### config.mk
export PLATFORM = sky130hd
export DESIGN_NAME = sbc_conn_status
export DESIGN_NICKNAME = d
export VERILOG_FILES = /design/src/design/sbc_conn_status.v
export VERILOG_INCLUDE_DIRS = /design/src /design/src/design
export SDC_FILE = /design/constraint.sdc
export NUM_CORES = 1
export LEC_CHECK = 0
export BUFFER_PORTS_ARGS = -buffer_cell sky130_fd_sc_hd__buf_4
export CAP_MARGIN = 0
export CORE_UTILIZATION = 41
export CTS_CLUSTER_SIZE = 8
export DETAILED_ROUTE_END_ITERATION = 6
export HOLD_SLACK_MARGIN = 0.06
export PLACE_DENSITY_LB_ADDON = 0.08
export SETUP_SLACK_MARGIN = 0.4
export SLEW_MARGIN = 25
export SYNTH_ARGS = -nofsm -noshare
export SYNTH_HDL_FRONTEND = slang
export SYNTH_SLANG_ARGS = --single-unit
### constraint.sdc
create_clock -name clk_sys -period 3 [get_ports clk_sys]
set_input_delay 0.45 -clock clk_sys [delete_from_list [all_inputs] [get_ports clk_sys]]
set_output_delay 0.45 -clock clk_sys [all_outputs]
set_load 0.03 [all_outputs]
### src/design/sbc_consts.vh
// register map, field positions and reset values for the connection status block
`ifndef SBC_CONSTS_VH
`define SBC_CONSTS_VH

// ----------------------------------------------------------------------
// byte addresses
// ----------------------------------------------------------------------
`define SBC_ADR_GEN_CTRL   32'h1008460c
`define SBC_ADR_NODE_NUM   32'h10084610
`define SBC_ADR_CONN_STAT  32'h10084648

// ----------------------------------------------------------------------
// connection status fields
// ----------------------------------------------------------------------
`define SBC_CS_SUMMARY     15
`define SBC_CS_BUS_RESET   13
`define SBC_CS_BUS_FAULT   12
`define SBC_CS_OUT_DROP    11
`define SBC_CS_PTR_EMPTY   10
`define SBC_CS_FOREIGN     9
`define SBC_CS_LIST_DONE   8
`define SBC_CS_MODE_LEFT   7
`define SBC_CS_LINK        6
`define SBC_CS_PEER_SEL    5
`define SBC_CS_TARGET      4
`define SBC_CS_ATTN        3
`define SBC_CS_SEL_ACT     2
`define SBC_CS_ARB_LOST    1
`define SBC_CS_ZERO        0

// ----------------------------------------------------------------------
// other fields
// ----------------------------------------------------------------------
`define SBC_GC_IRQ_GATE    0
`define SBC_NN_OVERRIDE    15
`define SBC_NN_WIDTH       3
`define SBC_NN_RESET       3'h0

// ----------------------------------------------------------------------
// interrupt presentation
// ----------------------------------------------------------------------
`define SBC_IRQ_LEVEL      5'h10
`define SBC_IRQ_VECTOR     8'hc5

`endif

### src/design/sbc_conn_status.v
// connection status and node number registers of the storage bus port
//
// Behaviour
// - summary flag ORs bits 13:11 and 9:7
// - gated summary raises request, level 16, vector c5
// - bits 31:16 and 14 unwritable, read zero
// - peer bus reset: set flag, disconnect, interrupt
// - sticky flags write-one-clear except arbitration lost, cleared by resets
// - overflow, offset, phase error set bus fault
// - bus fault blocks all data transfer
// - reset, timeouts, target drop set output-dropped
// - pointer-empty shows receive list pointer zero
// - foreign destination buffer sets foreign flag
// - buffer completion sets done while gate on
// - storage enable cleared sets mode-left flag
// - link active flag follows connection, reset low
// - selected-by-peer flag shows being destination
// - target role flag follows role, reset low
// - attention selection sets attention flag
// - selection active held during selection
// - arbitration lost set, cleared at selection start
// - bit zero always reads zero
// - three-bit node number driven during selection
// - interrupt gate bit, cleared by resets
//
// The Wishbone slave port is this design's own decision.
`timescale 1ns/100ps
`include "sbc_consts.vh"

module sbc_conn_status #(
  parameter PTR_W = 16
) (
  // clock and reset
  input  wire             clk_sys,
  input  wire             sys_rst,
  input  wire             io_reset_line,
  // wishbone slave
  input  wire             wb_cyc_i,
  input  wire             wb_stb_i,
  input  wire             wb_we_i,
  input  wire [31:0]      wb_adr_i,
  input  wire [3:0]       wb_sel_i,
  input  wire [31:0]      wb_dat_i,
  output reg  [31:0]      wb_dat_o,
  output reg              wb_ack_o,
  // events from the protocol engine, one-cycle pulses
  input  wire             bus_reset_input,
  input  wire             ev_buf_overflow,
  input  wire             ev_offset_exceeded,
  input  wire             ev_illegal_phase,
  input  wire             ev_init_timeout,
  input  wire             ev_tgt_timeout,
  input  wire             ev_tgt_disconnect,
  input  wire             ev_foreign_buffer,
  input  wire             ev_buffer_done,
  input  wire             ev_attention_sel,
  input  wire             ev_arb_lost,
  input  wire             ev_sel_start,
  // levels from the protocol engine
  input  wire             storage_enable,
  input  wire             link_active_in,
  input  wire             peer_selected_in,
  input  wire             target_role_in,
  input  wire             selecting_in,
  input  wire [PTR_W-1:0] receive_list_pointer,
  input  wire [2:0]       id_jumpers,
  // to the protocol engine
  output reg              disconnect_req,
  output wire             data_block,
  output wire [2:0]       sel_node_id,
  // interrupt request
  output wire             storage_irq_line,
  output wire [4:0]       irq_level,
  output wire [7:0]       irq_vector
);

  // --------------------------------------------------------------------
  // state
  // --------------------------------------------------------------------
  reg        bus_reset_q;
  reg        bus_fault_flag_q;
  reg        output_dropped_flag_q;
  reg        foreign_q;
  reg        list_item_done_q;
  reg        mode_left_flag_q;
  reg        attention_select_flag_q;
  reg        arbitration_lost_q;
  reg        link_active_flag_q;
  reg        selected_by_peer_q;
  reg        target_role_flag_q;
  reg        selection_active_q;
  reg        irq_gate_q;
  reg        id_override_q;
  reg  [2:0] node_number_q;
  reg        storage_enable_q;

  wire       clr_all;
  wire       wr_go;
  wire [31:0] bitmask;
  wire [31:0] w1c;
  wire       summary_irq_flag;
  wire       recv_pointer_empty;
  wire       hit_stat;
  wire       hit_node;
  wire       hit_ctrl;
  wire       fault_ev;
  wire       drop_ev;
  reg  [31:0] rd_d;

  // --------------------------------------------------------------------
  // helpers
  // --------------------------------------------------------------------
  // full 32-bit compare of the bus address with one register address
  function adr_hit;
    input [31:0] adr;
    input [31:0] reg_adr;
    begin
      adr_hit = (adr == reg_adr);
    end
  endfunction

  // sticky flag update: a set in the clearing cycle wins
  function sticky_next;
    input set_ev;
    input cur;
    input clr;
    begin
      sticky_next = set_ev | (cur & ~clr);
    end
  endfunction

  // --------------------------------------------------------------------
  // bus decode
  // --------------------------------------------------------------------
  assign clr_all  = sys_rst | io_reset_line;
  // unmapped addresses are still acked and read as zero
  assign hit_stat = adr_hit(wb_adr_i, `SBC_ADR_CONN_STAT);
  assign hit_node = adr_hit(wb_adr_i, `SBC_ADR_NODE_NUM);
  assign hit_ctrl = adr_hit(wb_adr_i, `SBC_ADR_GEN_CTRL);
  // write commits at the edge where the master samples ack
  assign wr_go    = wb_cyc_i & wb_stb_i & wb_we_i & wb_ack_o;
  // byte lanes spread to a bit mask
  assign bitmask  = {{8{wb_sel_i[3]}}, {8{wb_sel_i[2]}},
                     {8{wb_sel_i[1]}}, {8{wb_sel_i[0]}}};
  // ones written to the status register clear sticky bits
  assign w1c      = (wr_go & hit_stat) ? (wb_dat_i & bitmask) : 32'h00000000;

  // --------------------------------------------------------------------
  // live flags and summary
  // --------------------------------------------------------------------
  // empty pointer marks the end of the receive list
  assign recv_pointer_empty = (receive_list_pointer == {PTR_W{1'b0}});
  // summary is combinational so it drops with the last clear
  assign summary_irq_flag = bus_reset_q |           // bit 13
                            bus_fault_flag_q |      // bit 12
                            output_dropped_flag_q | // bit 11
                            foreign_q |             // bit 9
                            list_item_done_q |      // bit 8
                            mode_left_flag_q;       // bit 7
  assign storage_irq_line = summary_irq_flag & irq_gate_q;
  assign irq_level        = `SBC_IRQ_LEVEL;
  assign irq_vector       = `SBC_IRQ_VECTOR;
  // a fault freezes data movement until software clears it
  assign data_block       = bus_fault_flag_q;
  // the node number goes out on the bus while selecting
  // jumpers decide unless software override is set
  assign sel_node_id      = id_override_q ? node_number_q : id_jumpers;

  // --------------------------------------------------------------------
  // sticky flags, set wins over clear
  // --------------------------------------------------------------------
  // each flag sets on its event and clears on a written one, arbitration lost on selection start;
  // when both land in one cycle the set wins, so no event is lost

  // enable history for the mode-left edge, disconnect pulse
  always @(posedge clk_sys) begin
    if (clr_all) begin
      storage_enable_q <= 1'b0;
      disconnect_req   <= 1'b0;
    end else begin
      storage_enable_q <= storage_enable;
      disconnect_req   <= bus_reset_input;
    end
  end

  // grouped set conditions
  assign fault_ev = ev_buf_overflow | ev_offset_exceeded |
                    ev_illegal_phase;
  assign drop_ev  = bus_reset_input | ev_init_timeout |
                    ev_tgt_timeout | ev_tgt_disconnect;

  // bus reset seen from any node
  always @(posedge clk_sys) begin
    if (clr_all)
      bus_reset_q <= 1'b0;
    else
      bus_reset_q <= sticky_next(bus_reset_input, bus_reset_q,
                                 w1c[`SBC_CS_BUS_RESET]);
  end

  // protocol faults; the flag also stalls data transfer
  always @(posedge clk_sys) begin
    if (clr_all)
      bus_fault_flag_q <= 1'b0;
    else
      bus_fault_flag_q <= sticky_next(fault_ev, bus_fault_flag_q,
                                      w1c[`SBC_CS_BUS_FAULT]);
  end

  // output path dropped: bus reset, either timeout, lost target
  always @(posedge clk_sys) begin
    if (clr_all)
      output_dropped_flag_q <= 1'b0;
    else
      output_dropped_flag_q <= sticky_next(drop_ev, output_dropped_flag_q,
                                           w1c[`SBC_CS_OUT_DROP]);
  end

  // buffer bound for a foreign node, never expected
  always @(posedge clk_sys) begin
    if (clr_all)
      foreign_q <= 1'b0;
    else
      foreign_q <= sticky_next(ev_foreign_buffer, foreign_q,
                               w1c[`SBC_CS_FOREIGN]);
  end

  // buffer completion counts only while the gate is on
  always @(posedge clk_sys) begin
    if (clr_all)
      list_item_done_q <= 1'b0;
    else
      list_item_done_q <= sticky_next(ev_buffer_done & irq_gate_q,
                                      list_item_done_q,
                                      w1c[`SBC_CS_LIST_DONE]);
  end

  // falling storage enable means the port left storage mode
  always @(posedge clk_sys) begin
    if (clr_all)
      mode_left_flag_q <= 1'b0;
    else
      mode_left_flag_q <= sticky_next(storage_enable_q & ~storage_enable,
                                      mode_left_flag_q,
                                      w1c[`SBC_CS_MODE_LEFT]);
  end

  // selection with attention, cleared by writing one
  always @(posedge clk_sys) begin
    if (clr_all)
      attention_select_flag_q <= 1'b0;
    else
      attention_select_flag_q <= sticky_next(ev_attention_sel,
                                             attention_select_flag_q,
                                             w1c[`SBC_CS_ATTN]);
  end

  // lost arbitration; a loss with a new selection is kept
  always @(posedge clk_sys) begin
    if (clr_all)
      arbitration_lost_q <= 1'b0;
    else
      arbitration_lost_q <= sticky_next(ev_arb_lost, arbitration_lost_q,
                                        ev_sel_start);
  end

  // --------------------------------------------------------------------
  // live connection flags, registered
  // --------------------------------------------------------------------
  // levels are shown one cycle late, through a flop each

  // connection to another node, cleared at reset
  always @(posedge clk_sys) begin
    if (clr_all)
      link_active_flag_q <= 1'b0;
    else
      link_active_flag_q <= link_active_in;
  end

  // another node picked this port as destination
  always @(posedge clk_sys) begin
    if (clr_all)
      selected_by_peer_q <= 1'b0;
    else
      selected_by_peer_q <= peer_selected_in;
  end

  // acting as target in the current transfer
  always @(posedge clk_sys) begin
    if (clr_all)
      target_role_flag_q <= 1'b0;
    else
      target_role_flag_q <= target_role_in;
  end

  // selection in progress; a stuck bit points at a missing target
  always @(posedge clk_sys) begin
    if (clr_all)
      selection_active_q <= 1'b0;
    else
      selection_active_q <= selecting_in;
  end

  // --------------------------------------------------------------------
  // control and node number registers
  // --------------------------------------------------------------------
  // interrupt gate in the general control register
  always @(posedge clk_sys) begin
    if (clr_all)
      irq_gate_q <= 1'b0;
    else if (wr_go && hit_ctrl && wb_sel_i[0])
      irq_gate_q <= wb_dat_i[`SBC_GC_IRQ_GATE];
  end

  // override bit; the number is writable only while it is already on
  always @(posedge clk_sys) begin
    if (clr_all) begin
      id_override_q <= 1'b0;
      node_number_q <= `SBC_NN_RESET;
    end else if (wr_go && hit_node) begin
      if (wb_sel_i[1])
        id_override_q <= wb_dat_i[`SBC_NN_OVERRIDE];
      if (wb_sel_i[0] && id_override_q)
        node_number_q <= wb_dat_i[2:0];
    end
  end

  // --------------------------------------------------------------------
  // read mux
  // --------------------------------------------------------------------
  // read data of the addressed register, stable zero elsewhere
  always @* begin
    rd_d = 32'h00000000; // unused bits read zero
    if (hit_stat) begin
      rd_d[`SBC_CS_SUMMARY]   = summary_irq_flag;
      rd_d[`SBC_CS_BUS_RESET] = bus_reset_q;
      rd_d[`SBC_CS_BUS_FAULT] = bus_fault_flag_q;
      rd_d[`SBC_CS_OUT_DROP]  = output_dropped_flag_q;
      rd_d[`SBC_CS_PTR_EMPTY] = recv_pointer_empty;
      rd_d[`SBC_CS_FOREIGN]   = foreign_q;
      rd_d[`SBC_CS_LIST_DONE] = list_item_done_q;
      rd_d[`SBC_CS_MODE_LEFT] = mode_left_flag_q;
      rd_d[`SBC_CS_LINK]      = link_active_flag_q;
      rd_d[`SBC_CS_PEER_SEL]  = selected_by_peer_q;
      rd_d[`SBC_CS_TARGET]    = target_role_flag_q;
      rd_d[`SBC_CS_ATTN]      = attention_select_flag_q;
      rd_d[`SBC_CS_SEL_ACT]   = selection_active_q;
      rd_d[`SBC_CS_ARB_LOST]  = arbitration_lost_q;
      rd_d[`SBC_CS_ZERO]      = 1'b0;
    end else if (hit_node) begin
      rd_d[`SBC_NN_OVERRIDE] = id_override_q;
      rd_d[2:0] = id_override_q ? node_number_q : ~id_jumpers;
    end else if (hit_ctrl) begin
      rd_d[`SBC_GC_IRQ_GATE] = irq_gate_q;
    end
  end

  // --------------------------------------------------------------------
  // ack and read data, one wait state
  // --------------------------------------------------------------------
  // ack one cycle after the request, dropped the cycle after
  always @(posedge clk_sys) begin
    if (sys_rst)
      wb_ack_o <= 1'b0;
    else
      wb_ack_o <= wb_cyc_i & wb_stb_i & ~wb_ack_o;
  end

  // read data captured with the request, held until the next one
  always @(posedge clk_sys) begin
    if (sys_rst)
      wb_dat_o <= 32'h00000000;
    else if (wb_cyc_i & wb_stb_i & ~wb_ack_o)
      wb_dat_o <= rd_d;
  end

endmodule // sbc_conn_status

==> results of run 1 <==
-- logic make-up (layout without fill, tap and decap cells) --
kind of cell	count (synthesis)	count (layout)	share of synthesized area
AND/OR/NAND/NOR	92	92	0.315
buffers and inverters	41	121	0.141
AO/OA/AOI/OAI	36	36	0.119
flip-flops	35	35	0.371
multiplexers	9	9	0.0490
other	2	30	0.00398
-- final timing paths --
check / to / slack [ps] / cells past startpoint
worst min register to register: wb_dat_o[5]$_SDFFE_PP0P_ / 440 / 2
worst max register to register: wb_dat_o[4]$_SDFFE_PP0P_ / 1300 / 3
worst min-delay path: link_active_flag_q$_SDFF_PP0_ / 350 / 2
worst max-delay path: storage_irq_line / 880 / 3
-- layer usage --
metal,wire length [um],global-route usage
met2,2220,0.331
met5,0,0
met1,1940,0.237
met3,484,0.0592
met4,76,0.0711
-- sequential cells by signal, summed over array words and instances, names as in the netlist --
| name | flops |
|---|---|
| node_number_q | 3 |
| storage_enable_q | 1 |
| mode_left_flag_q | 1 |
| data_block | 1 |
| attention_select_flag_q | 1 |
| foreign_q | 1 |
| id_override_q | 1 |
| link_active_flag_q | 1 |
| bus_reset_q | 1 |
| wb_ack_o | 1 |
| selected_by_peer_q | 1 |
| arbitration_lost_q | 1 |
| list_item_done_q | 1 |
| output_dropped_flag_q | 1 |
| irq_gate_q | 1 |
| selection_active_q | 1 |
| disconnect_req | 1 |
| wb_dat_o | 15 |
| target_role_flag_q | 1 |
-- worst reg2reg max path: cells and delay by family, from the launching register on --
family	cells	cell delay, ps
AO/OA/AOI/OAI	2	760
AND/OR/NAND/NOR	1	480
flip-flops	1	330
-- through the flow --
stage                     utilization  std cells  instance area [sq um]  total power [W]
after floorplan                     -        243                   1990         0.000619
after global placement          0.599        367                   2630         0.000701
after detailed placement        0.599        367                   2630         0.000703
after CTS                       0.624        375                   2740          0.00112
after global routing            0.624        375                   2740          0.00116
final                           0.624        375                   2740          0.00111
-- layout make-up --
cell class	count	area (sq um)
Tap cell	52	65.1
Sequential cell	35	701
Fill cell	411	1650
Clock inverter	3	43.8
Multi-Input combinational cell	167	1030
Inverter	4	15.0
Timing Repair Buffer	109	818
Clock buffer	5	68.8
-- placed cells by master, fill, tap and decap left out, types with 3 or more instances in the layout --
master,instances
or2_1,3
conb_1,30
dfxtp_1,35
nor4b_2,3
clkbuf_8,5
nor3b_1,4
nand2_1,34
nor2_1,12
nor4_1,6
buf_4,109
inv_1,4
nand4_1,4
a21oi_1,18
and2_1,7
o31ai_1,4
mux2i_1,7
-- power by group --
| group | switching, W | internal, W | total, W |
|---|---|---|---|
| clock | 0.000173 | 0.000247 | 0.000421 |
| sequential | 0.00000599 | 0.000474 | 0.000480 |
| combinational | 0.000115 | 0.0000965 | 0.000212 |
| total | 0.000295 | 0.000818 | 0.00111 |
==> summary.md, run 1 <==
| Metric | Value |
|---|---|
| Headroom to the max-slew limit | 0.503 |
| Critical path's largest stage delay | 570 ps |
| CP Class | reg -> out |
| Via Count | 1823 |
| Synth async-reset ratio | 0 |
| Post-CTS Setup Bufs | 0 |
| Worst Path Buf+Inv | 1 |
| Hold_sp | link_active_in |
| R2r startpoint | wb_ack_o$_SDFF_PP0_ |
| Die Y | 69.9 um |
| Synth top area cells | dfxtp_1, buf_4, nand2_1, a21oi_1, mux2i_1 |
| CP startpoint | data_block$_SDFF_PP0_ |
| Post-synth EDFFs | 0 |
| Post-DR wirelength/cell | 12.6 um |
| Core area | 4380 sq um |
| Hold Crit Class | in -> reg |
| Final hold viol count | 0 |
| Fin. max-slew vios | 0 |
| Setup crit start kind | flip-flop |
| Yosys warns | 0 |
| Clock buffers created by TritonCTS | 5 |
| Total gr overflow | 0 |
| Die area | 4880 sq um |
| Pin count of the biggest net entering global routing | 21 |
| Root buffer cell | clkbuf_8 |
| #FFs+latches synth | 35 |
| Crit path max fanout | 4 |
| Least-Margin Pin Slew | 743 ps |
| Setup ws final | 877 ps |
| # IOs | 162 |
| Hpwl dp | 3760 um |
| First-pass GRT wire length | 7450 um |
| Max Clk Rate | 471 MHz |
| Post-synth top cells | dfxtp_1, nand2_1, buf_4 |
| Unrepaired setup endpoints after global routing | false |
| Clock sinks | 35 |
| CP arrival | 1670 ps |
| Minimum clock period | 2120 ps |
| Total wire length | 4720 um |
| Mapped Avg Cell Area | 8.78 sq um |
| Hold slack | 354 ps |
| CP Cell Sequence | or4_1, o31a_1, buf_4 |
| Gpl congestion | 0.777 |
| Die width | 69.9 um |
| Lkg Pwr | 1.19 nW |
| Nets | 432 |
| Power density over cell area | 406 nW/um^2 |
| Worst-path clk slew | 80 ps |
| Seq/Total Area, Yosys | 0.371 |
| Share of cells above drive strength 1 | 0.396 |
| Final Skew | 8.22 ps |
| Drt pass-1 iters | 4 |
| Total negative slack | 0 ps |
| Netlist Area Pre-Place | 1890 sq um |
| Crit path max-delay family | simple AND/OR/NAND/NOR gates |
| Status | completed |
| Predominant post-synthesis flop cell | dfxtp_1 |
| Antenna diodes | 0 |
| Area growth syn-to-layout | 45.0% |
| Fin crit share | 0.708 |
| Synth area leader | dfxtp_1 |
| Setup WS pre-CTS | 766 ps |
| Share of the synthesized area in the top cell type | 0.371 |
| Post_cts resized | 0 |
| Vias in the first global route | 1674 |
| Critical Path Slowest Stage Cell | or4_1 |
| Initial drt markers | 71 |
| Most frequent cell after synthesis | dfxtp_1 |
| Critical path required time | 2550 ps |
| CTS tree | yes |
| Antenna-violating nets left | 0 |
| # DRC | 0 |
| Max Cap Viol | 0 |
| Cts hold-fix bufs | 0 |
| Overall global routing resource usage | 0.197 |
| IO buf count | 108 |
| Max H-tree Level | 2 |
| Post-synth cell types | 43 |
| Via-to-Cell Ratio | 4.86 |
| Final setup viols | 0 |
| FP Rows | 24 |
| Clock Tree Buf Depth | 2 |
| Worst vdd ir | 0.000265 V |
| Antenna violations before repair | 0 |
| Skew-Pair Late Insertion Delay | 290 ps |
| Critical path endpoint category | output pin |
| Synthesized instance count | 215 |
| Initial Util | 0.431 |
(Power assumes the default switching activity.)
==> run 2, diff against run 1 <==
Settings changed: CORE_UTILIZATION 41 to 38.
Clock period 3 ns to 2 ns, I/O delays scaled along.
==> run 2 against run 1 <==
  * Die area grew 7.7%
  * Worst hold slack got worse by 140 ps
  * Critical path depth unchanged
  * Worst setup slack got worse by 720 ps
  * Critical endpoint unchanged
  * Clock skew is 4.4 ps lower
  * Sequential cell count unchanged
  * Highest routed layer unchanged
  * Non-clock buffer count up 8
==> summary.md, run 2 (synthesis results as in run 1) <==
| Metric | Value |
|---|---|
| Tot Pwr | 0.00156 W (+41%) |
| Status | completed |
| Core area | 4750 sq um (+8.4%) |
| Post-Layout Cell Count | 397 (+5.9%) |
| Max Cap Viol | 0 (unchanged) |
| Overall global routing resource usage | 0.183 (-0.0141) |
| Final setup viols | 0 (unchanged) |
| Antenna violations before repair | 0 (unchanged) |
| Total wire length | 4870 um (+3.3%) |
| Met3 GRT Util | 0.0514 (-0.00777) |
| # DRC | 0 (unchanged) |
| Unrepaired setup endpoints after global routing | true |
| # IOs | 162 (unchanged) |
| Critical path endpoint category | output pin |
| Commonest cells after routing, fill and taps aside | buf_4, nand2_1, dfxtp_1 |
| CP arrival | 1540 ps (-130 ps) |
| IO buf count | 108 (unchanged) |
| Via Count | 1858 (+1.9%) |
| Via-to-Cell Ratio | 4.68 (-3.7%) |
| Max Clk Rate | 542 MHz |
| Filler cell count | 450 (+9.5%) |
| Power density over cell area | 551 nW/um^2 (+36%) |
| FP Rows | 25 (+4.2%) |
| First-pass GRT wire length | 7350 um (-1.4%) |
| Hold Crit Class | in -> reg |
| Hpwl dp | 3870 um (+2.9%) |
| Critical path required time | 1700 ps (-850 ps) |
| CTS tree | yes |
| Crit path max fanout | 2 (-2) |
| Total negative slack | 0 ps (unchanged) |
| Initial drt markers | 46 (-35%) |
| Dpl cells | 386 (+5.2%) |
| Max reg flops | 15 (unchanged) |
| Antenna diodes | 0 (unchanged) |
| Fin crit share | 0.922 |
| Max H-tree Level | 2 (unchanged) |
| Setup ws final | 156 ps (-722 ps) |
| Worst-path clk slew | 70 ps (about the same) |
| Setup WS pre-CTS | 153 ps (-613 ps) |
| Critical path's largest stage delay | 530 ps (-40 ps) |
| M2 GR Usage | 0.325 (-0.00617) |
| Leading registers by flop count | wb_dat_o (15), node_number_q (3) |
| M1 GR Usage | 0.211 (-0.0261) |
| Grt peak-use layer | met2 |
| Fin. max-slew vios | 0 (unchanged) |
| Die width | 72.5 um (+3.8%) |
| Final Skew | 3.86 ps (-4.35 ps) |
| Total gr overflow | 0 (unchanged) |
| Gpl congestion | 0.783 (+0.81%) |
| Share of cells above drive strength 1 | 0.427 (+0.0310) |
| Least-Margin Pin Slew | 757 ps (+14.1 ps) |
| Multi-input logic area | 1060 sq um (+3.8%) |
| Final hold viol count | 0 (unchanged) |
| Nets | 440 (+1.9%) |
| Biggest register | wb_dat_o |
| CP Cell Sequence | or4_4, o31a_1, buf_6 |
| Minimum clock period | 1840 ps |
| Layout Utilization | 0.597 (-0.0276) |
| Clock buffers created by TritonCTS | 5 (unchanged) |
| R2R depth | 5 (+2) |
| Vias in the first global route | 1690 (+0.96%) |
| Hold path endpoint | arbitration_lost_q$_SDFF_PP0_ |
| Setup crit start kind | flip-flop |
| Antenna-violating nets left | 0 (unchanged) |
| Critical Path Slowest Stage Cell | or4_4 |
| Die Y | 72.5 um (+3.8%) |
| Worst r2r dst | node_number_q[1]$_SDFFE_PP0P_ |
| Root buffer cell | clkbuf_8 |
| Hold_sp | ev_arb_lost |
| R2r startpoint | wb_ack_o$_SDFF_PP0_ |
| Drt pass-1 iters | 4 (unchanged) |
| Die area | 5250 sq um (+7.7%) |
| Area growth syn-to-layout | 50.3% |
| Pin count of the biggest net entering global routing | 20 (-4.8%) |
| Clock Tree Buf Depth | 2 (unchanged) |
| Initial Util | 0.397 (-0.0335) |
| Lkg Pwr | 1.24 nW (+4.1%) |
| Worst vdd ir | 0.000381 V (+44%) |
| Reg-to-reg setup timing slack | 500 ps (-800 ps) |
| WHS Path Cells | 3 (+1) |
| Most common cell after layout, fill and taps aside | buf_4 |
| Skew-Pair Late Insertion Delay | 290 ps (about the same) |
| CP Class | reg -> out |
| Storage cell area | 704 sq um (+0.54%) |
| Post-DR wirelength/cell | 12.3 um (-2.4%) |
| Clock sinks | 35 (unchanged) |
| Headroom to the max-slew limit | 0.495 (-0.00861) |
## run 2: cell count changes in the layout (fill, tap and decap cells not counted), sizes merged
cell	previous run	this run
clkbuf	5	6
buf	109	117
clkinv	2	1
bufinv	1	0
## run 2: power by group
part | total, W | internal [W] | switching (W) | leakage [nW]
clock network | 0.000513 | 0.000270 | 0.000243 | 0.0470
registers | 0.000721 | 0.000712 | 0.00000896 | 0.285
logic | 0.000329 | 0.000152 | 0.000178 | 0.909
## run 2: layout make-up
cell class / instances / area share
multi-input combinational: 167 / 0.375
timing repair buffer: 117 / 0.311
sequential: 35 / 0.248
tap: 67 / 0.0295
clock buffer: 6 / 0.0291
inverter: 4 / 0.00529
clock inverter: 1 / 0.00176
## run 2: critical path, delay by kind of cell (launching register included)
kind                   cells  cell delay (ps)
AOI/OAI and AO/OA          1              270
and+or+nand+nor            1              530
buffers and inverters      1              140
DFF                        1              320
## run 2: through the flow
step	hold WS [ps]	area, sq um
floorplan	417	2000
global placement	425	2680
detailed placement	426	2680
CTS	213	2790
global route	216	2840
finish	215	2840
## run 2: timing repair
| item | 4_1_cts | 5_1_grt |
|---|---|---|
| buffers inserted | 1 | 3 |
| resized for setup | 4 | 5 |
| gates cloned | 0 | 0 |
| endpoints found under the setup margin | 3 | 16 |
| pin swaps | 1 | 6 |
| hold buffers | 0 | 0 |
## run 2: worst max-delay path by stage
stage                     depth (start not counted)                  start  slack (ps)                       end
after CTS                                         3  data_block$_SDFF_PP0_         160          storage_irq_line
after detailed placement                          6           wb_adr_i[17]         150  wb_dat_o[0]$_SDFFE_PP0P_
after global routing                              3  data_block$_SDFF_PP0_         120          storage_irq_line
after floorplan                                   2  data_block$_SDFF_PP0_         390          storage_irq_line
final                                             3  data_block$_SDFF_PP0_         160          storage_irq_line
after global placement                            6           wb_adr_i[17]         160  wb_dat_o[0]$_SDFFE_PP0P_
## run 2: per-layer routing
layer / share of wire / vias up
li1: - / 924
met1: 0.41 / 837
met2: 0.50 / 91
met3: 0.081 / 6
met4: 0.012 / 0
met5: 0 / -
